[src/pkg/dma_ctl_pkg.sv]
/*
  Constants shared by the DMA enable and halt control block.
  Assumes a single 10 MHz system clock and a simple register port.
*/
`default_nettype none
package dma_ctl_pkg;
  // ------------------------------------------------------------------
  // Register map (word offsets on the plain register port)
  // ------------------------------------------------------------------
  localparam logic [3:0] A_CTRL_FIRST  = 4'h0;
  localparam logic [3:0] A_CTRL_SECOND = 4'h1;
  localparam logic [3:0] A_MEM_ADDR    = 4'h2;
  localparam logic [3:0] A_IO_ADDR     = 4'h3;
  localparam logic [3:0] A_BLK_INIT    = 4'h4;
  localparam logic [3:0] A_BLK_CNT     = 4'h5;
  localparam logic [3:0] A_XFER_CNT    = 4'h6;
  localparam logic [3:0] A_STATUS      = 4'h7;
  localparam logic [3:0] A_IRQ_EN      = 4'h8;
  localparam logic [3:0] A_IRQ_CLR     = 4'h9;
  localparam logic [3:0] A_MODE        = 4'hA;

  // ------------------------------------------------------------------
  // Control field positions (first control register)
  // ------------------------------------------------------------------
  localparam int B_TE   = 0;  // transfer_enable_bit
  localparam int B_EIE  = 1;  // end_interrupt_enable
  localparam int B_BLK  = 2;  // block transfer mode
  localparam int B_WORD = 3;  // word size
  // Second control register
  localparam int B_ME   = 0;  // master_enable_bit
  localparam int B_FULL = 1;  // full address mode
  // Mode register
  localparam int B_M16  = 0;  // 16-Mbyte mode

  // ------------------------------------------------------------------
  // Address ranges and counter constants
  // ------------------------------------------------------------------
  localparam int          AW        = 24;
  localparam logic [23:0] MASK_1M   = 24'h0FFFFF;
  localparam logic [23:0] IO_BASE1M = 24'h0FFF00;
  localparam logic [23:0] IO_BASE16 = 24'hFFFF00;
  localparam logic [23:0] IO_LOW    = 24'h0000FF;
  localparam logic [15:0] CNT_ZERO  = 16'h0000;
  localparam logic [15:0] CNT_ONE   = 16'h0001;
  localparam logic [7:0]  BLK_ONE   = 8'h01;

  // Status bits
  localparam int S_END  = 0;
  localparam int S_HALT = 1;
  localparam int S_DEAD = 2;
  localparam int S_W    = 3;

  typedef enum logic [1:0] {ST_IDLE, ST_XFER, ST_DEAD} dstate_t;
endpackage
`default_nettype wire

[src/verilog/dma_enable_halt_control.sv]
/*
  Enable, halt, resume and abort control of one full-address DMA
  channel pair. Assumes a 10 MHz clock, a plain register port, a
  trigger pulse from an on-chip peripheral and an NMI pin.
*/
// Summary of operation
// - Halted channel blocks trigger CPU interrupt
// - Clearing transfer enable releases trigger interrupt
// - NMI in full address mode finishes unit, clears master enable, halts
// - Block counter keeps count after halt
// - Mid-block halt clears trigger flag, no pending
// - Halted channel clears trigger flag, starts no transfer
// - Resume waits trigger, finishes block remainder
// - Memory address 20 or 24 bits by mode
// - I/O address confined to top 256 bytes
// - Abort dead cycle leaves address, counters
// - Run only with both enables set in full address mode
// - Clearing transfer enable stops after unit
// - End interrupt when enable clear, ignores master
`timescale 1ns/1ps
`default_nettype none
module dma_enable_halt_control
  import dma_ctl_pkg::*;
(
  input  wire logic        i_sys_clk,
  input  wire logic        i_rst_n,
  input  wire logic [3:0]  i_addr,
  input  wire logic [23:0] i_wdata,
  input  wire logic        i_wr,
  input  wire logic        i_rd,
  output logic      [23:0] o_rdata,
  input  wire logic        i_nmi,
  input  wire logic        i_trig,
  input  wire logic        i_bus_done,
  output logic             o_bus_req,
  output logic             o_dead_cycle,
  output logic      [23:0] o_src_addr,
  output logic      [23:0] o_dst_addr,
  output logic             o_cpu_trig_irq,
  output logic             o_trig_flag_clr,
  output logic             o_end_irq,
  output logic             o_irq
);
  // ------------------------------------------------------------------
  // Registers
  // ------------------------------------------------------------------
  logic              rst_n;
  logic [3:0]        ctl_a_q;
  logic [1:0]        ctl_b_q;
  logic              m16_q;
  logic [23:0]       mar_q;
  logic [7:0]        io_address_reg_q;
  logic [7:0]        blk_init_q;
  logic [7:0]        blk_cnt_q;
  logic [15:0]       xfer_cnt_q;
  logic [S_W-1:0]    stat_q;
  logic [S_W-1:0]    ien_q;
  logic              nmi_m_q;
  logic              nmi_s_q;
  logic              nmi_p_q;
  logic              pend_q;
  dstate_t           st_q;
  dstate_t           st_d;

  dma_reset_sync u_rst (
    .i_sys_clk (i_sys_clk),
    .i_rst_n   (i_rst_n),
    .o_rst_n   (rst_n)
  );

  // ------------------------------------------------------------------
  // Decoding
  // ------------------------------------------------------------------
  function automatic logic hit(input logic [3:0] a, input logic [3:0] o);
    hit = (a == o);
  endfunction

  wire w_ca    = i_wr && hit(i_addr, A_CTRL_FIRST);
  wire w_cb    = i_wr && hit(i_addr, A_CTRL_SECOND);
  wire te      = ctl_a_q[B_TE];
  wire me      = ctl_b_q[B_ME];
  wire full    = ctl_b_q[B_FULL];
  wire blkmode = ctl_a_q[B_BLK];
  // Channel runs only with both enables set in full address mode
  // both enables gate in full address mode, transfer enable alone otherwise
  wire run     = te && (me || !full);
  wire halted  = te && !me && full;
  wire nmi_rise = nmi_s_q && !nmi_p_q;
  wire nmi_hit = nmi_rise && full;
  wire trig_ok = i_trig && run;
  wire xfer_end = (st_q == ST_XFER) && i_bus_done;
  wire last_unit = xfer_end && (xfer_cnt_q == CNT_ONE);
  wire blk_last = !blkmode || (blk_cnt_q == BLK_ONE);
  wire stop_now = !run || nmi_hit;
  // Memory address masked in 1-Mbyte mode
  // address span by mode
  wire [23:0] mar_eff = m16_q ? mar_q : (mar_q & MASK_1M);
  wire [23:0] io_eff = (m16_q ? IO_BASE16 : IO_BASE1M)
                       | ({16'h0000, io_address_reg_q} & IO_LOW);
  wire [23:0] mar_step = ctl_a_q[B_WORD] ? 24'h000002 : 24'h000001;
  wire [S_W-1:0] ev = {st_q == ST_DEAD, nmi_hit, last_unit};

  // ------------------------------------------------------------------
  // Transfer sequencer
  // ------------------------------------------------------------------
  always_comb begin
    st_d = st_q;
    unique case (st_q)
      ST_IDLE: begin
        if (pend_q && run) st_d = ST_XFER;
      end
      ST_XFER: begin
        if (i_bus_done) begin
          if (stop_now) st_d = ST_IDLE;
          else if (last_unit || blk_last) st_d = ST_IDLE;
        end
      end
      ST_DEAD: st_d = ST_IDLE;
    endcase
    // dead cycle on abort with pending
    if (st_q == ST_IDLE && pend_q && stop_now) st_d = ST_DEAD;
  end

  // NMI pin synchroniser and edge history
  always_ff @(posedge i_sys_clk or negedge rst_n) begin
    if (!rst_n) begin
      nmi_m_q <= 1'b0;
      nmi_s_q <= 1'b0;
      nmi_p_q <= 1'b0;
    end else begin
      nmi_m_q <= i_nmi;
      nmi_s_q <= nmi_m_q;
      nmi_p_q <= nmi_s_q;
    end
  end

  // Control registers; NMI clears master enable over software
  always_ff @(posedge i_sys_clk or negedge rst_n) begin
    if (!rst_n) begin
      ctl_a_q <= 4'h0;
      ctl_b_q <= 2'h0;
      m16_q   <= 1'b0;
      io_address_reg_q  <= 8'h00;
      ien_q   <= '0;
      blk_init_q <= 8'h00;
    end else begin
      if (w_ca) ctl_a_q <= i_wdata[3:0];
      else if (last_unit) ctl_a_q[B_TE] <= 1'b0;
      if (w_cb) ctl_b_q <= i_wdata[1:0];
      if (nmi_hit) ctl_b_q[B_ME] <= 1'b0;
      if (i_wr && hit(i_addr, A_MODE)) m16_q <= i_wdata[B_M16];
      if (i_wr && hit(i_addr, A_IO_ADDR)) io_address_reg_q <= i_wdata[7:0];
      if (i_wr && hit(i_addr, A_IRQ_EN)) ien_q <= i_wdata[S_W-1:0];
      if (i_wr && hit(i_addr, A_BLK_INIT)) blk_init_q <= i_wdata[7:0];
    end
  end

  // Pending request, state and counters
  always_ff @(posedge i_sys_clk or negedge rst_n) begin
    if (!rst_n) begin
      st_q       <= ST_IDLE;
      pend_q     <= 1'b0;
      mar_q      <= 24'h000000;
      blk_cnt_q  <= 8'h00;
      xfer_cnt_q <= CNT_ZERO;
    end else begin
      st_q <= st_d;
      if (trig_ok) pend_q <= 1'b1;
      else if (stop_now || xfer_end && (blk_last || last_unit))
        pend_q <= 1'b0;
      if (i_wr && hit(i_addr, A_MEM_ADDR)) mar_q <= i_wdata;
      else if (xfer_end) mar_q <= mar_q + mar_step;
      if (i_wr && hit(i_addr, A_XFER_CNT)) xfer_cnt_q <= i_wdata[15:0];
      else if (xfer_end) xfer_cnt_q <= xfer_cnt_q - CNT_ONE;
      if (i_wr && hit(i_addr, A_BLK_CNT)) blk_cnt_q <= i_wdata[7:0];
      else if (xfer_end && blkmode)
        blk_cnt_q <= blk_last ? blk_init_q : blk_cnt_q - BLK_ONE;
    end
  end

  // Sticky status; event wins over clear
  always_ff @(posedge i_sys_clk or negedge rst_n) begin
    if (!rst_n) begin
      stat_q <= '0;
    end else begin
      if (i_wr && hit(i_addr, A_IRQ_CLR))
        stat_q <= (stat_q & ~i_wdata[S_W-1:0]) | ev;
      else
        stat_q <= stat_q | ev;
    end
  end

  // Outputs and read data
  always_ff @(posedge i_sys_clk or negedge rst_n) begin
    if (!rst_n) begin
      o_rdata         <= 24'h000000;
      o_bus_req       <= 1'b0;
      o_dead_cycle    <= 1'b0;
      o_src_addr      <= 24'h000000;
      o_dst_addr      <= 24'h000000;
      o_cpu_trig_irq  <= 1'b0;
      o_trig_flag_clr <= 1'b0;
      o_end_irq       <= 1'b0;
      o_irq           <= 1'b0;
    end else begin
      o_bus_req    <= (st_d == ST_XFER);
      o_dead_cycle <= (st_d == ST_DEAD);
      o_src_addr   <= mar_eff;
      o_dst_addr   <= io_eff;
      // trigger irq passes when transfer enable clear
      o_cpu_trig_irq <= i_trig && !te;
      o_trig_flag_clr <= (i_trig && te) ||
                         (nmi_hit && st_q != ST_XFER && blkmode &&
                          blk_cnt_q != blk_init_q) ||
                         (xfer_end && halted && blkmode && !blk_last);
      o_end_irq <= !te && ctl_a_q[B_EIE];
      o_irq     <= |(stat_q & ien_q);
      o_rdata   <= 24'h000000;
      if (i_rd) begin
        unique case (i_addr)
          A_CTRL_FIRST:  o_rdata <= {20'h00000, ctl_a_q};
          A_CTRL_SECOND: o_rdata <= {22'h000000, ctl_b_q};
          A_MEM_ADDR:    o_rdata <= mar_q;
          A_IO_ADDR:     o_rdata <= io_eff;
          A_BLK_INIT:    o_rdata <= {16'h0000, blk_init_q};
          A_BLK_CNT:     o_rdata <= {16'h0000, blk_cnt_q};
          A_XFER_CNT:    o_rdata <= {8'h00, xfer_cnt_q};
          A_STATUS:      o_rdata <= {21'h000000, stat_q};
          A_IRQ_EN:      o_rdata <= {21'h000000, ien_q};
          A_MODE:        o_rdata <= {23'h000000, m16_q};
          default:       o_rdata <= 24'h000000;
        endcase
      end
    end
  end
endmodule // dma_enable_halt_control
`default_nettype wire

[src/verilog/dma_reset_sync.sv]
/*
  Reset release synchroniser.
  Assumes an asynchronous active-low reset from the chip.
*/
`timescale 1ns/1ps
`default_nettype none
module dma_reset_sync (
  input  wire logic i_sys_clk,
  input  wire logic i_rst_n,
  output logic      o_rst_n
);
  logic meta_q;

  // Two-stage release, asserted at once
  always_ff @(posedge i_sys_clk or negedge i_rst_n) begin
    if (!i_rst_n) begin
      meta_q  <= 1'b0;
      o_rst_n <= 1'b0;
    end else begin
      meta_q  <= 1'b1;
      o_rst_n <= meta_q;
    end
  end
endmodule // dma_reset_sync
`default_nettype wire

[config.mk]
export PLATFORM = sky130hd
export DESIGN_NAME = dma_enable_halt_control
export DESIGN_NICKNAME = d
export VERILOG_FILES = /design/src/pkg/dma_ctl_pkg.sv /design/src/verilog/dma_enable_halt_control.sv /design/src/verilog/dma_reset_sync.sv
export SDC_FILE = /design/constraint.sdc
export NUM_CORES = 1
export LEC_CHECK = 0
export BUFFER_PORTS_ARGS = -buffer_cell sky130_fd_sc_hd__buf_2
export CAP_MARGIN = 30
export CORE_UTILIZATION = 60
export CTS_BUF_LIST = sky130_fd_sc_hd__clkbuf_2 sky130_fd_sc_hd__clkbuf_4 sky130_fd_sc_hd__clkbuf_8
export CTS_CLUSTER_DIAMETER = 50
export DETAILED_ROUTE_END_ITERATION = 6
export GPL_TIMING_DRIVEN = 0
export PLACE_DENSITY = 0.86
export REMOVE_ABC_BUFFERS = 1
export SYNTH_ARGS = -nofsm -noshare
export SYNTH_HDL_FRONTEND = slang
export SYNTH_SLANG_ARGS = --single-unit
[constraint.sdc]
create_clock -name i_sys_clk -period 12 [get_ports i_sys_clk]
set_clock_uncertainty 0.2 [all_clocks]
set_input_delay 3 -clock i_sys_clk [delete_from_list [all_inputs] [get_ports i_sys_clk]]
set_output_delay 3 -clock i_sys_clk [all_outputs]
set_load 0.01 [all_outputs]
==> results.md <==
- Placer congestion estimate: 0.882
- Worst path max stage delay: 0.81 ns
- Worst Hold Class: reg -> async
- Met2 Use GR: 50.4%
- Top cell type by total area after synthesis: dfrtp_1
- Total gr overflow: 0
- Tot GR Track Use: 30.9%
- YS warnings: 0
- Top post-synthesis cells by area: dfrtp_1, mux2_2, nand2_1, a21oi_1, nor2_1
- Status: completed
- Top cells by instance count after synthesis: dfrtp_1, nand2_1, nor2_1
- Setup TNS: 0 ns
- Met3 GRT Util: 6.99%
- Core Util, Final: 70.3%
- Max clock buf depth: 2
- Nets@finish: approximately 810
- Num ports: 113
- Placed cell count: 886
- # hold bufs at CTS: 0
- Antenna Diode Count: 0
- Power per cell area: around 190 nW/um2
- Crit. End Element: flip-flop
- Final setup viols: 0
- Post-DP HPWL: 12000 um
- Clock Latency Late Sink: 0.47 ns
- Gr busiest metal: met2
- Initial drt markers: 553
- Number of antenna violations at the first check in global routing: 0
- Post-route ant nets: 0
- Cell Rows: 39
- Ys async rst share: 100%
- Final std cells w/o fill: 917
- Reg-to-reg startpoint: ctl_a_q[3]
- Routed WL: 17200 um
- FF-to-FF End: mar_q[14]
- Syn Inst Count: between 600 and 700
- Initial Util: 61.5%
- Maximum vdd ir drop: between 0.1 and 0.15 mV
- Cts repair resizes: 0
- Share of layout cells above drive strength 1: 24.8%
- Post-layout min period: between 5 and 6 ns
- Worst setup SP type: primary input
- Fin. Hold Viols: 0
- Seq cells post-synth: 149
- Register area: 3730 um2
- Setup repair bufs after CTS: 0
- Average size of a mapped cell: 10.4 um2
- Post-route DRC violation count: 0
- Synth cell types: 63
- Post-route clock period utilization: 42.5%
- Wirelength per Cell: between 15 and 20 um
- RSZ-0062 raised after global routing: no
- DIE AREA: between 10000 and 15000 um2
- Die X: 110 um
- Worst-path clk slew: 0.07 ns
- Root Buffer: clkbuf_8
- MaxCap Viol Count: 0
- Vias: 5599
- Relative slew slack: about 36%
- Critical path required time: 12.15 ns
- CTS tree: built
- Die Ht: 110 um
- CP max stage cell: and3_1
- Hold Worst Slack: about 0.13 ns
- Critical Path AT: 5.24 ns
- Area Growth Syn to Fin: 14.3%
- R2r setup slk: between 9 and 10 ns
- Critical Setup Path Class: in -> reg
- Worst Tran Pin Value: 0.960 ns
- CTS Sinks: 149
- Synth Flop Type: dfrtp_1
- First-pass GRT wire length: 27700 um
- Reg2Reg Depth: 9
- Vias/cell: around 6
- Top-count cell post-synth: dfrtp_1
- GR Util met1: 38.8%
- Lkg Pwr: 3.56 nW
- Post-synthesis sequential area ratio: 53.3%
- Num CTS Buffers: 17
- Core box area: 11400 um2
- Area of the multi-input gates: 2960 um2
- Synth Cell Area: 6990 um2
- Drt pass-1 iters: 5
- Final-report max-slew violation count: 0
- Vias in the first global route: 5469
- Share of the synthesized area in the top cell type: 53.3%
- PortBufs: 112
- H-tree depth: 4
- EDFF count, synth: 0
- Critical path cell sequence: buf_2, nor2_1, and3_1, nand2_1, mux2_2
- Fmax: 0.196 GHz
- Largest net degree at the start of global routing: 59
- # fillers: 838
- Maximum fanout along the worst path: 21
==> worst max-delay path by stage <==
stage,startpoint,to,slack (ns),cells after the start
2_1_floorplan,i_addr[0],o_rdata[4],7.03,4
3_3_place_gp,i_addr[1],o_rdata[4],5.69,5
3_5_place_dp,i_addr[2],io_address_reg_q[7],6.42,5
4_1_cts,i_addr[2],io_address_reg_q[1],6.91,5
5_1_grt,i_addr[2],io_address_reg_q[2],6.71,5
6_report,i_addr[2],io_address_reg_q[3],6.90,5
==> stage by stage <==
step / worst slack (ns) / power [mW] / instance area [um2]
2_1_floorplan: 7.03 / 0.971 / 6740
3_3_place_gp: 5.69 / 1.09 / 7470
3_5_place_dp: 6.42 / 1.12 / 7580
4_1_cts: 6.91 / 1.52 / 8000
5_1_grt: 6.71 / 1.61 / 8000
6_report: 6.90 / 1.52 / 8000
==> cells by family (layout without fill, tap and decap cells) <==
family,count (synthesis),after routing,synth area share (%)
muxes,32,32,5.03
buffers and inverters,65,163,4.56
AOI/OAI and AO/OA,142,142,12.5
and+or+nand+nor,233,233,17.3
other,1,2,0.0536
adders and majority gates,10,10,1.90
xor gates and xnor gates,43,43,5.38
DFF,149,149,53.3
==> routing by layer <==
layer | wire length (um) | vias up | part of all wire, %
li1 | - | 2523 | -
met1 | 6650 | 2754 | 39
met2 | 8660 | 274 | 50
met3 | 1360 | 48 | 7.9
met4 | 530 | 0 | 3.1
met5 | 0 | - | 0
==> layout by cell type (no fill, tap or decap), types with 8 or more instances in the layout <==
master and instances:
nor2_1 61, dfrtp_1 148, xnor2_1 23, a31oi_1 11, nand3_1 25, xor2_1 20
buf_2 112, nor3_1 12, o21ai_1 10, clkbuf_8 19, mux2_2 24, nand2_1 69
inv_1 15, ha_1 9, a22oi_1 10, nand4_1 8, and3_1 8, a21oi_1 49
o21ai_0 25, a221oi_1 9
==> final cells by class <==
| cell class | count | area share, % |
|---|---|---|
| flip-flops and latches | 149 | 46.7 |
| inverters | 15 | 0.704 |
| repair buffers | 117 | 8.17 |
| clock buffers | 19 | 3.27 |
| multi-input cells | 462 | 37.0 |
| clock inverters | 12 | 1.94 |
| well taps | 143 | 2.24 |
==> registers in the layout (all words and copies together) (netlist names), 2 cells and up <==
signal and cells:
ctl_a_q 4, stat_q 3, o_src_addr 24, st_q 2, blk_cnt_q 8, mar_q 24
o_dst_addr 10, blk_init_q 8, ien_q 3, o_rdata 24, ctl_b_q 2, xfer_cnt_q 16
io_address_reg_q 8
==> worst max-delay path: cells and delay by family <==
family | cells | cell delay, ns
buf+inv | 1 | 0.20
mux | 1 | 0.41
simple gates | 3 | 1.62
==> where the power goes <==
group          leakage [nW]  switching (mW)  internal [mW]
sequential             1.84           0.143          0.616
clock                 0.196           0.191          0.215
combinational          1.52           0.191          0.168
total                  3.56           0.525          0.998
No activity file was read; power rests on OpenSTA's default activity.
